`src/hw/bsr_pkg.sv`:
```
// Purpose: constants and types for the link core control request bits
// Assumes: 10 MHz core clock, classic Wishbone register access
// Notes:   one register word; only bits 31:29 and 26:24 are implemented
`default_nettype none
package bsr_pkg;
    localparam logic [31:0] CTRL_ADDR      = 32'h4000_0000;
    localparam logic [31:0] CTRL_RESET     = 32'h0000_0000;
    localparam logic [31:0] CTRL_WMASK     = 32'he700_0000;
    localparam logic [31:0] UNMAPPED_DATA  = 32'h0000_0000;
    localparam int          SYS_RST_BIT    = 31;
    localparam int          TG_RST_BIT     = 30;
    localparam int          REG_RST_BIT    = 29;
    localparam int          RF_STOP_BIT    = 26;
    localparam int          ADV_STOP_BIT   = 25;
    localparam int          SCAN_STOP_BIT  = 24;
    localparam int          SEL_REQ_LANE   = 3;
    localparam int          NUM_RST        = 3;
    // reset pulse length
    localparam int          CLK_PERIOD_NS  = 100;
    localparam int          RST_HOLD_NS    = 200;
    localparam int          RST_HOLD_CYC   = (RST_HOLD_NS + CLK_PERIOD_NS - 1) / CLK_PERIOD_NS;
    localparam logic [1:0]  RST_HOLD_CNT   = 2'(RST_HOLD_CYC);
    localparam logic [1:0]  RST_CNT_LAST   = 2'h1;
    localparam logic [1:0]  RST_CNT_IDLE   = 2'h0;

    typedef enum logic [4:0] {
        BSR_ST_IDLE    = 5'h01,
        BSR_ST_TX_BYTE = 5'h02,
        BSR_ST_TX_CRC  = 5'h04,
        BSR_ST_RX_PKT  = 5'h08,
        BSR_ST_RF_OFF  = 5'h10
    } bsr_abort_t;
endpackage : bsr_pkg
`default_nettype wire

```
`src/hw/bsr_core_ctrl.sv`:
```
// Purpose: soft reset and abort request bits of the link core control word
// Assumes: status inputs come from logic on clk_in, no synchronisers needed
// Notes:   request bits self-clear when their action has completed
//
// Summary of operation
// - writing one to bit 31 pulses the core reset, then the bit clears
// - writing one to bit 30 pulses the timing generator reset, then clears
// - writing one to bit 29 pulses the register block reset, then clears
// - writing one to bit 26 stops the running RF test, then clears
// - endless tx abort finishes current byte, then the CRC, then stops
// - endless rx abort finishes packet if address seen, else RF off now
// - writing one to bit 25 ends the advertising event, then clears
// - writing one to bit 24 ends the scan window, then clears
//
// Register access over Wishbone is this design's own decision.
`timescale 1ns/10ps
`default_nettype none
module bsr_core_ctrl (
    // clock and reset
    input  wire logic        clk_in,
    input  wire logic        sys_rst_in,
    // wishbone slave
    input  wire logic        wb_cyc_in,
    input  wire logic        wb_stb_in,
    input  wire logic        wb_we_in,
    input  wire logic [31:0] wb_adr_in,
    input  wire logic [3:0]  wb_sel_in,
    input  wire logic [31:0] wb_dat_in,
    output var  logic [31:0] wb_dat_out,
    output var  logic        wb_ack_out,
    // soft resets
    output var  logic        core_rst_out,
    output var  logic        timing_gen_rst_out,
    output var  logic        reg_blk_rst_out,
    // packet controller, rf test
    input  wire logic        rf_test_active_in,
    input  wire logic        rf_test_tx_mode_in,
    input  wire logic        tx_byte_end_in,
    input  wire logic        tx_crc_end_in,
    input  wire logic        rx_aa_detected_in,
    input  wire logic        rx_packet_end_in,
    output var  logic        rf_test_stop_request_out,
    output var  logic        rf_off_out,
    // event controller
    input  wire logic        adv_event_active_in,
    input  wire logic        scan_window_active_in,
    output var  logic        advertising_stop_request_out,
    output var  logic        scan_stop_request_out
);
    import bsr_pkg::*;

    logic [31:0]       ctrl_r;
    logic [31:0]       ctrl_nxt;
    logic [31:0]       wr_set;
    logic [31:0]       done;
    logic [31:0]       rdat_r;
    logic [31:0]       rdat_nxt;
    logic              ack_r;
    logic              ack_nxt;
    logic              take;
    logic              hit;
    logic [1:0]        rcnt_r   [NUM_RST];
    logic [1:0]        rcnt_nxt [NUM_RST];
    logic [NUM_RST-1:0] rst_r;
    logic [NUM_RST-1:0] rst_nxt;
    logic [NUM_RST-1:0] rst_done;
    bsr_abort_t        st_r;
    bsr_abort_t        st_nxt;
    logic              stop_r;
    logic              stop_nxt;
    logic              off_r;
    logic              off_nxt;
    logic              rf_done;
    logic              adv_done;
    logic              scan_done;

    // bus decode and write strobes
    assign take = wb_cyc_in & wb_stb_in & ~ack_r;
    assign hit  = (wb_adr_in[31:2] == CTRL_ADDR[31:2]);

    always_comb begin
        wr_set   = 32'h0;
        ack_nxt  = take;
        rdat_nxt = 32'h0;
        if (take && wb_we_in && hit && wb_sel_in[SEL_REQ_LANE]) begin
            wr_set = wb_dat_in & CTRL_WMASK;
        end
        if (take && !wb_we_in) begin
            rdat_nxt = hit ? (ctrl_r & CTRL_WMASK) : UNMAPPED_DATA;
        end
    end

    // completion vector; set wins over clear
    assign done = {rst_done[0], rst_done[1], rst_done[2], 2'b00,
                   rf_done, adv_done, scan_done, 24'h0};

    always_comb begin
        ctrl_nxt = (ctrl_r & ~done) | wr_set;
    end

    always_ff @(posedge clk_in) begin
        if (sys_rst_in) begin
            ctrl_r <= CTRL_RESET;
            ack_r  <= 1'b0;
            rdat_r <= 32'h0;
        end else begin
            ctrl_r <= ctrl_nxt;
            ack_r  <= ack_nxt;
            rdat_r <= rdat_nxt;
        end
    end

    // soft reset pulses: index 0 core, 1 timing gen, 2 register block
    always_comb begin
        for (int i = 0; i < NUM_RST; i++) begin
            rcnt_nxt[i] = rcnt_r[i];
            rst_done[i] = 1'b0;
            if (rcnt_r[i] == RST_CNT_IDLE) begin
                if (ctrl_r[SYS_RST_BIT - i]) begin
                    rcnt_nxt[i] = RST_HOLD_CNT;
                end
            end else begin
                rcnt_nxt[i] = rcnt_r[i] - RST_CNT_LAST;
                if (rcnt_r[i] == RST_CNT_LAST) begin
                    rst_done[i] = 1'b1;
                end
            end
            rst_nxt[i] = (rcnt_nxt[i] != RST_CNT_IDLE);
        end
    end

    always_ff @(posedge clk_in) begin
        if (sys_rst_in) begin
            for (int i = 0; i < NUM_RST; i++) begin
                rcnt_r[i] <= RST_CNT_IDLE;
            end
            rst_r <= '0;
        end else begin
            for (int i = 0; i < NUM_RST; i++) begin
                rcnt_r[i] <= rcnt_nxt[i];
            end
            rst_r <= rst_nxt;
        end
    end

    // rf test abort sequencing
    always_comb begin
        st_nxt   = st_r;
        stop_nxt = 1'b0;
        off_nxt  = 1'b0;
        rf_done  = 1'b0;
        unique case (st_r)
            BSR_ST_IDLE: begin
                if (ctrl_r[RF_STOP_BIT]) begin
                    if (!rf_test_active_in) begin
                        rf_done = 1'b1;
                    end else if (rf_test_tx_mode_in) begin
                        st_nxt   = BSR_ST_TX_BYTE;
                        stop_nxt = 1'b1;
                    end else if (rx_aa_detected_in) begin
                        st_nxt   = BSR_ST_RX_PKT;
                        stop_nxt = 1'b1;
                    end else begin
                        st_nxt  = BSR_ST_RF_OFF;
                        off_nxt = 1'b1;
                    end
                end
            end
            BSR_ST_TX_BYTE: begin
                stop_nxt = 1'b1;
                if (tx_byte_end_in) begin
                    st_nxt = BSR_ST_TX_CRC;
                end
            end
            BSR_ST_TX_CRC: begin
                stop_nxt = 1'b1;
                if (tx_crc_end_in) begin
                    st_nxt   = BSR_ST_IDLE;
                    stop_nxt = 1'b0;
                    rf_done  = 1'b1;
                end
            end
            BSR_ST_RX_PKT: begin
                stop_nxt = 1'b1;
                if (rx_packet_end_in) begin
                    st_nxt   = BSR_ST_IDLE;
                    stop_nxt = 1'b0;
                    rf_done  = 1'b1;
                end
            end
            BSR_ST_RF_OFF: begin
                st_nxt  = BSR_ST_IDLE;
                rf_done = 1'b1;
            end
            default: begin
                st_nxt = BSR_ST_IDLE;
            end
        endcase
    end

    always_ff @(posedge clk_in) begin
        if (sys_rst_in) begin
            st_r   <= BSR_ST_IDLE;
            stop_r <= 1'b0;
            off_r  <= 1'b0;
        end else begin
            st_r   <= st_nxt;
            stop_r <= stop_nxt;
            off_r  <= off_nxt;
        end
    end

    // advertising and scan aborts end when the activity has gone
    assign adv_done  = ctrl_r[ADV_STOP_BIT] & ~adv_event_active_in;
    assign scan_done = ctrl_r[SCAN_STOP_BIT] & ~scan_window_active_in;

    assign wb_dat_out                   = rdat_r;
    assign wb_ack_out                   = ack_r;
    assign core_rst_out                 = rst_r[0];
    assign timing_gen_rst_out           = rst_r[1];
    assign reg_blk_rst_out              = rst_r[2];
    assign rf_test_stop_request_out     = stop_r;
    assign rf_off_out                   = off_r;
    assign advertising_stop_request_out = ctrl_r[ADV_STOP_BIT];
    assign scan_stop_request_out        = ctrl_r[SCAN_STOP_BIT];
endmodule : bsr_core_ctrl
`default_nettype wire

```
`config.mk`:
```
export PLATFORM = sky130hd
export DESIGN_NAME = bsr_core_ctrl
export DESIGN_NICKNAME = d
export VERILOG_FILES = /design/src/hw/bsr_pkg.sv /design/src/hw/bsr_core_ctrl.sv
export SDC_FILE = /design/constraint.sdc
export NUM_CORES = 1
export LEC_CHECK = 0
export BUFFER_PORTS_ARGS = -buffer_cell sky130_fd_sc_hd__buf_4
export CORE_MARGIN = 2
export CORE_UTILIZATION = 25
export CTS_CLUSTER_SIZE = 40
export DETAILED_ROUTE_END_ITERATION = 6
export GPL_ROUTABILITY_DRIVEN = 0
export GPL_TIMING_DRIVEN = 0
export PLACE_DENSITY = 0.63
export SLEW_MARGIN = 5
export SYNTH_ARGS = -nofsm -noshare
export SYNTH_HDL_FRONTEND = slang
export SYNTH_SLANG_ARGS = --single-unit
```
`constraint.sdc`:
```
create_clock -name clk_in -period 1.8 [get_ports clk_in]
set_clock_uncertainty 0.05 [all_clocks]
set_input_delay 0 -clock clk_in [delete_from_list [all_inputs] [get_ports clk_in]]
set_output_delay 0 -clock clk_in [all_outputs]
set_load 0.01 [all_outputs]
```
Yosys cells after proc, flatten, opt, wreduce, memory -nomap -nowiden. Memories as Yosys holds them, arrays and structs flattened. Index checks and enable logic that the tools add are counted.

Muxes and demuxes: 40. Reduce and logical (&&, ||, !) cells: 15. Add/sub/neg operators: 3. Equality and inequality tests: 14. Bitwise gates (word level): 18.

Operators by type and width (number): 2-to-1 mux 5 bit (7); bitwise AND 32 bit (1); 2-to-1 mux 32 bit (1); NOT 32 bit (1); bitwise OR 32 bit (1); equality test 30 x 29 -> 1 bit, second input constant (1); 2-to-1 mux 1 bit (20); one-hot mux 5 bit (4 select lines) (1); 2-to-1 mux 2 bit (9); != test 2 bit, second input constant (5); NOT 1 bit (8); one-hot mux 1 bit (4 select lines) (2); equality test 2 x 1 -> 1 bit, second input constant (3); logical NOT 2 bit (3); nonzero test 2 bit (3); subtractor 2 x 1 -> 2 bit, second input constant (3); equality test 5 x 1 -> 1 bit, second input constant (1); equality test 5 x 2 -> 1 bit, second input constant (1); equality test 5 x 3 -> 1 bit, second input constant (1); equality test 5 x 4 -> 1 bit, second input constant (1); equality test 5 bit, second input constant (1); AND reduction 5 bit (1); OR reduction 5 bit (1); bitwise AND 1 bit (4); other kinds (5) (10).

Memories kept: 1. Bits of input ports: 81. Word-level logic and storage cells: 99. Output and inout bits: 40. Flip-flop bits (word level): 75. Bits in writable memories: 6.

Memories: rcnt_r (words 3, bits a word 2, read ports 3, clocked after Yosys merged registers in 0, wr ports 3, line bsr_core_ctrl.sv:62) `logic [1:0] rcnt_r [NUM_RST];`.

Longest topological paths before layout. Gate-level depths: netlist of the first run.

Depth after elaboration: 7. Depth in mapped cells: 5. Gate-level depth less buffers: 4.

Worst setup path before layout of the first run. Ideal clock, no wire load.

Path type: flip-flop to flip-flop. From: register st_r[1]. To: register st_r[3]. Slack: 0.404 ns. Arrival: 1.275 ns. Data required time: 1.679 ns. Buffers on the path: 0. Clock period less this slack: 1.396 ns. Cell stages (with the launch flop): 5. Setup time: 0.071 ns. Path through: dfxtp_1 -> nor3_4 -> nand3_2 -> or4_1 -> a21oi_1.

Longest elaborated chain between the ends: 3. Elaborated cells between the ends (all ways): 11. Classes of those cells: eq/ne (9); mux (1); reduce/logical (1).

Ends and longest elaborated chain: from (decl) (line bsr_core_ctrl.sv:67) `bsr_abort_t st_r;`; from (signal assigned) (line bsr_core_ctrl.sv:207) `st_r <= st_nxt;`; equality test 5 x 1 -> 1 bit (tied with other cells) (line bsr_core_ctrl.sv:152) `unique case (st_r)`; != test 2 bit (no source line); AND reduction 5 bit (no source line).

Parallel ways exist; a longest one is shown, timed or not. A chain may end at the register's enable or synchronous reset.

Worst setup path in the final report of the first run.
From: input port wb_we_in. To: register ctrl_r[31].

Longest elaborated chain between the ends: 5.

Ends and longest elaborated chain: from (decl) (line bsr_core_ctrl.sv:25) `input wire logic wb_we_in,`; logical AND 1 bit (3 in a row) (line bsr_core_ctrl.sv:85) `if (take && wb_we_in && hit && wb_sel_in[SEL_REQ_LANE]) begin`; 2-to-1 mux 32 bit (line bsr_core_ctrl.sv:85); bitwise OR 32 bit (line bsr_core_ctrl.sv:98) `ctrl_nxt = (ctrl_r & ~done) | wr_set;`; to (signal assigned) (line bsr_core_ctrl.sv:107) `ctrl_r <= ctrl_nxt;`; to (decl) (line bsr_core_ctrl.sv:52) `logic [31:0] ctrl_r;`.

No other way between the ends.

==> results of run 1 <==
-- worst max-delay path: stages --
cell	delay (ps)
dlygate4sd3_1	520
buf_4	110
clkbuf_1	380
nand4_1	160
dlygate4sd3_1	600
o21ai_1	110
-- placed cells by master (no fill, tap or decap), types with 4 or more instances in the layout --
cell type      synthesis  final
nand3_1                6      6
dfxtp_1               29     29
nor2_1                 7      7
buf_4                 26     89
and2_1                 4      4
nor2b_1                4      4
a21oi_1                5      5
nand2_1                5      5
nor3_1                 6      5
nor4_1                11     11
inv_1                 10     10
clkbuf_8               0      5
o21ai_1                7      7
conb_1                 1     26
nand4_1                8      8
dlygate4sd3_1          0     21
-- area by class of cell --
class | instances | area [µm²]
plain buffers | 30 | 210
clock buffers | 5 | 68.8
clock inverters | 3 | 17.5
fillers | 507 | 2860
inverters | 11 | 41.3
multi-input cells | 111 | 624
flip-flops and latches | 29 | 581
well taps | 70 | 87.6
repair buffers | 84 | 683
-- worst min path at each step --
stage	from	endpoint	slack, ps	depth (start not counted)
4_1_cts	wb_sel_in[3]	ctrl_r[30]$_SDFF_PP0_	9	3
5_1_grt	wb_sel_in[3]	ctrl_r[30]$_SDFF_PP0_	40	3
2_1_floorplan	wb_we_in	wb_dat_out[31]$_SDFF_PP0_	30	1
3_5_place_dp	wb_we_in	wb_dat_out[31]$_SDFF_PP0_	140	2
3_3_place_gp	wb_we_in	wb_dat_out[31]$_SDFF_PP0_	150	2
6_report	wb_sel_in[3]	ctrl_r[30]$_SDFF_PP0_	20	3
-- registers in the layout (all words and copies together), names as in the netlist --
name                      flops
st_r                          5
ctrl_r                        6
rst_r                         3
rf_test_stop_request_out      1
rcnt_r                        6
wb_ack_out                    1
rf_off_out                    1
wb_dat_out                    6
-- layer usage --
layer | wire, µm | up-vias
met2 | 1580 | 74
li1 | - | 740
met5 | 0 | -
met4 | 106 | 0
met1 | 1600 | 596
met3 | 327 | 10
-- cells by family after synthesis --
family / share of synthesized area
AO/OA/AOI/OAI: 0.0995
buffers and inverters: 0.185
flip-flops: 0.428
other: 0.00276
AND/OR/NAND/NOR: 0.285
-- power by group through the flow --
stage	Combinational (mW)	Sequential, mW	Clock (mW)
finish	0.207	0.643	0.514
global placement	0.178	0.657	0
floorplan	0.0821	0.658	0
global route	0.222	0.643	0.568
detailed placement	0.179	0.657	0
CTS	0.205	0.643	0.526
-- through the flow --
| stage | cells | hold WS [ps] | instance area, µm² | worst slack, ps |
|---|---|---|---|---|
| after floorplan | 181 | 26.7 | 1450 | 404 |
| after global placement | 314 | 146 | 2010 | 228 |
| after detailed placement | 314 | 141 | 2010 | 232 |
| after CTS | 343 | 9.28 | 2310 | 35.7 |
| after global routing | 343 | 37.4 | 2310 | 5.98 |
| final | 343 | 15.4 | 2310 | 81.7 |
-- what timing repair did --
action	CTS	global route
endpoints found under the hold margin	14	0
resized for setup	0	1
setup endpoints to repair	0	1
hold buffers	21	0
==> impl_metrics.csv, run 1 <==
group,metric,value,unit
setup_path,required,1960,ps
grt,use_met2,0.191,
yosys,ys_seq_area_frac,0.428,
power_and_ir_drop,pwr-share-seq,0.472,
floorplan,io_pins,121,
setup_path,cp_max_fo,10,
yosys,synth_area_leaders,"dfxtp_1, buf_4, nor4_1",
drt,wl,3620,µm
setup_path,setup.worst_path.start,"wb_we_in",
setup_path,critPathKind,"in -> reg",
drt,drtIter0Drc,62,
clocking,htree_levels,2,
timing,timing.fmax,582,MHz
yosys,synthFlopType,"dfxtp_1",
clocking,insertion_delay,280,ps
grt,grt.total_usage,0.123,
placement,portBuffers,63,
grt,grt_max_degree,11,
layout,antenna_cells,0,
power_and_ir_drop,p_leak,1.04,nW
yosys,synth_most_common_cell,"dfxtp_1",
grt,grt_pass1_vias,1296,
yosys,synth.top_cells.by_count,"dfxtp_1, buf_4, nor4_1",
drt,postRouteAntennaNets,0,
drt,dr.pass1.iters,4,
yosys,synthArstFlopShare,0,
timing,finalCritPeriodShare,0.955,
clocking,clk_pin_slew,70,ps
timing,worstMarginPinSlew,516,ps
status,status,"finished, final reports clean",
layout,drive_above_1_share,0.370,
grt,overflow,0,
setup_path,crit_end,"ctrl_r[31]$_SDFF_PP0_",
setup_path,cp.arrival,1880,ps
floorplan,core,0.00517,mm²
power_and_ir_drop,p_per_area,590,mW/mm²
grt,grt_use_met3,0.0407,
clocking,post_cts_buffers,0,
yosys,synth_edf_count,0,
yosys,ys_ff_latch,29,
run,maxCapViolCount,0,
setup_path,r2r-end,"st_r[2]$_SDFFE_PP0P_",
setup_path,r2r_start,"st_r[4]$_SDFFE_PP0P_",
grt,use_met1,0.151,
drt,viasPerCell,4.14,
yosys,syn_inst,156,
yosys,synth_top_area_frac,0.428,
floorplan,initial_core_util,0.262,
floorplan,die_area,0.00604,mm²
layout,fin_util,0.447,
setup_path,start_kind,"input pin",
power_and_ir_drop,pwr-share-clk,0.377,
timing,drv_slew,0,
setup_path,reg2reg_depth,4,
setup_path,ff2ff_setup_slack,150,ps
floorplan,rows,26,
drt,vias,1420,
timing,rsz0062_at_grt,"no",
yosys,yosysWarnings,0,
clocking,clockBufferDepth,2,
power_and_ir_drop,power_switching,0.324,mW
drt,post_drt_wl_per_cell,10.5,µm
power_and_ir_drop,combPwrFrac,0.152,
yosys,syn_avg_cell_area,8.70,µm²
power_and_ir_drop,power,1.36,mW
clocking,cts.sinks,29,
timing,tns,0,ps
yosys,syn-cell-area,0.00136,mm²
timing,slew_headroom,0.656,
timing,finalSetupViolCount,0,
floorplan,fp.dieW,77.7,µm
setup_path,worstSetupEndpointType,"register",
timing,hold_viol_final,0,
grt,grt_pass1_wl,5850,µm
power_and_ir_drop,netSwitchingFraction,0.237,
grt,grt_busiest_layer,"met2",
timing,period_minus_slack,1720,ps
drt,drcViolationCount,0,
worst_hold_path,hold_path.class,"in -> reg",
yosys,yosysUniqueCellTypes,33,
floorplan,die_h,77.7,µm
layout,layout.nets,353,
placement,hpwl,2730,µm
power_and_ir_drop,irDropWorstVdd,321,µV
layout,syn_to_final_growth,70.4,%
clocking,cts_tree,"built",
clocking,cts-root-buf,"clkbuf_8",
clocking,cts_buffers,5,
power_and_ir_drop,internal-power,1.04,mW
yosys,yosysTopAreaCell,"dfxtp_1",
grt,antenna_found_initial,0,
Power figures use the tool's default switching activity.
==> run 2, diff against run 1 <==
--- a/config.mk
+++ b/config.mk
@@ -12,7 +12,7 @@
 export DETAILED_ROUTE_END_ITERATION = 6
 export GPL_ROUTABILITY_DRIVEN = 0
 export GPL_TIMING_DRIVEN = 0
-export PLACE_DENSITY = 0.63
+export PLACE_DENSITY = 0.69
 export SLEW_MARGIN = 5
 export SYNTH_ARGS = -nofsm -noshare
 export SYNTH_HDL_FRONTEND = slang
==> impl_metrics.csv, run 2 (synthesis results as in run 1) <==
group,metric,value,unit
status,status,"finished, final reports clean",
layout,stdcell_count,341,
timing,timing.fmax,615,MHz
setup_path,start_kind,"register",
grt,grt.total_usage,0.129,
timing,finalCritPeriodShare,0.904,
placement,hpwl,2860,µm
floorplan,core,0.00517,mm²
power_and_ir_drop,p_per_area,656,mW/mm²
grt,grt_max_degree,11,
timing,hold_viol_final,0,
layout,layout.nets,351,
drt,drcViolationCount,0,
timing,fin_hold_ws,10.8,ps
setup_path,setup.worst_path.start,"st_r[4]$_SDFFE_PP0P_",
timing,period_minus_slack,1630,ps
setup_path,cp_max_fo,5,
floorplan,die_area,0.00604,mm²
timing,slew_headroom,0.652,
placement,portBuffers,63,
placement,dp.cells,314,
timing,rsz0062_at_grt,"no",
setup_path,ff2ff_setup_slack,170,ps
setup_path,r2r-end,"st_r[2]$_SDFFE_PP0P_",
timing,worstMarginPinSlew,522,ps
drt,viasPerCell,4.28,
power_and_ir_drop,power,1.54,mW
floorplan,rows,26,
clocking,htree_levels,2,
drt,wl,3630,µm
grt,overflow,0,
clocking,cts-root-buf,"clkbuf_8",
layout,layout_common_cells,"buf_4, dfxtp_1, conb_1",
setup_path,r2r_start,"st_r[4]$_SDFFE_PP0P_",
clocking,clk_pin_slew,60,ps
grt,grt_busiest_layer,"met2",
clocking,cts_tree,"built",
layout,final_common_cell,"buf_4",
layout,drive_above_1_share,0.376,
drt,post_drt_wl_per_cell,10.6,µm
run,maxCapViolCount,0,
timing,tns,0,ps
setup_path,critPathKind,"reg -> reg",
floorplan,initial_core_util,0.262,
layout,syn_to_final_growth,72.5,%
setup_path,worstSetupEndpointType,"register",
clocking,cts.sinks,29,
grt,grt_pass1_vias,1445,
setup_path,reg2reg_depth,4,
power_and_ir_drop,irDropWorstVdd,444,µV
drt,drtIter0Drc,77,
clocking,insertion_delay,280,ps
drt,dr.pass1.iters,4,
clocking,cts_buffers,5,
clocking,clockBufferDepth,2,
power_and_ir_drop,p_leak,1.05,nW
worst_hold_path,hold_path.class,"in -> reg",
timing,drv_slew,0,
timing,finalSetupViolCount,0,
setup_path,crit_end,"st_r[2]$_SDFFE_PP0P_",
clocking,post_cts_buffers,0,
grt,grt_pass1_wl,6200,µm
setup_path,required,1970,ps
setup_path,cp.arrival,1800,ps
floorplan,die_h,77.7,µm
grt,use_met2,0.216,
floorplan,fp.dieW,77.7,µm
layout,antenna_cells,0,
drt,vias,1461,
grt,grt_use_met3,0.0453,
floorplan,io_pins,121,
drt,postRouteAntennaNets,0,
grt,use_met1,0.147,
grt,antenna_found_initial,0,
## run 2: repair_timing
action / 4_1_cts / 5_1_grt
endpoints found under the setup margin: 0 / 5
hold endpoints to repair: 14 / 0
gates resized for setup: 0 / 3
hold buffers: 20 / 0
## run 2: worst min path at each step
stage | slack [ps] | end | from | cells past startpoint
floorplan | 30 | wb_dat_out[31]$_SDFF_PP0_ | wb_we_in | 1
global placement | 150 | st_r[4]$_SDFFE_PP0P_ | rx_aa_detected_in | 2
detailed placement | 150 | st_r[4]$_SDFFE_PP0P_ | rx_aa_detected_in | 2
CTS | 5 | ctrl_r[30]$_SDFF_PP0_ | wb_sel_in[3] | 3
global route | 20 | ctrl_r[30]$_SDFF_PP0_ | wb_sel_in[3] | 3
finish | 10 | ctrl_r[26]$_SDFF_PP0_ | wb_sel_in[3] | 3
## run 2: where the power goes
group / leakage (nW) / switching, mW / internal [mW]
registers: 0.234 / 0.000463 / 0.643
clock network: 0.0585 / 0.236 / 0.450
logic: 0.756 / 0.0749 / 0.132
## run 2: cell type report
| type | instances | area (µm²) |
|---|---|---|
| Tap cell | 70 | 87.6 |
| Multi-Input combinational cell | 111 | 637 |
| Sequential cell | 29 | 581 |
| Buffer | 29 | 206 |
| Fill cell | 489 | 2830 |
| Clock buffer | 7 | 86.3 |
| Inverter | 11 | 41.3 |
| Clock inverter | 1 | 30.0 |
| Timing Repair Buffer | 83 | 673 |
## run 2: stage by stage
step,utilization,worst slack [ps],area [µm²]
3_3_place_gp,0.389,236,2010
2_1_floorplan,-,404,1450
4_1_cts,0.450,50.9,2330
3_5_place_dp,0.389,216,2010
6_report,0.453,173,2340
5_1_grt,0.453,46.5,2340
## run 2: per-layer routing
| layer | part of all wire | wire length, µm |
|---|---|---|
| met1 | 0.37 | 1340 |
| met2 | 0.49 | 1770 |
| met3 | 0.12 | 439 |
| met4 | 0.022 | 78 |
| met5 | 0 | 0 |
## run 2: critical path, cell delays in order, from the launching register on
cell           delay [ps]
dfxtp_1               360
nor3_2                310
nand3b_1              150
a21oi_1               140
dlygate4sd3_1         560
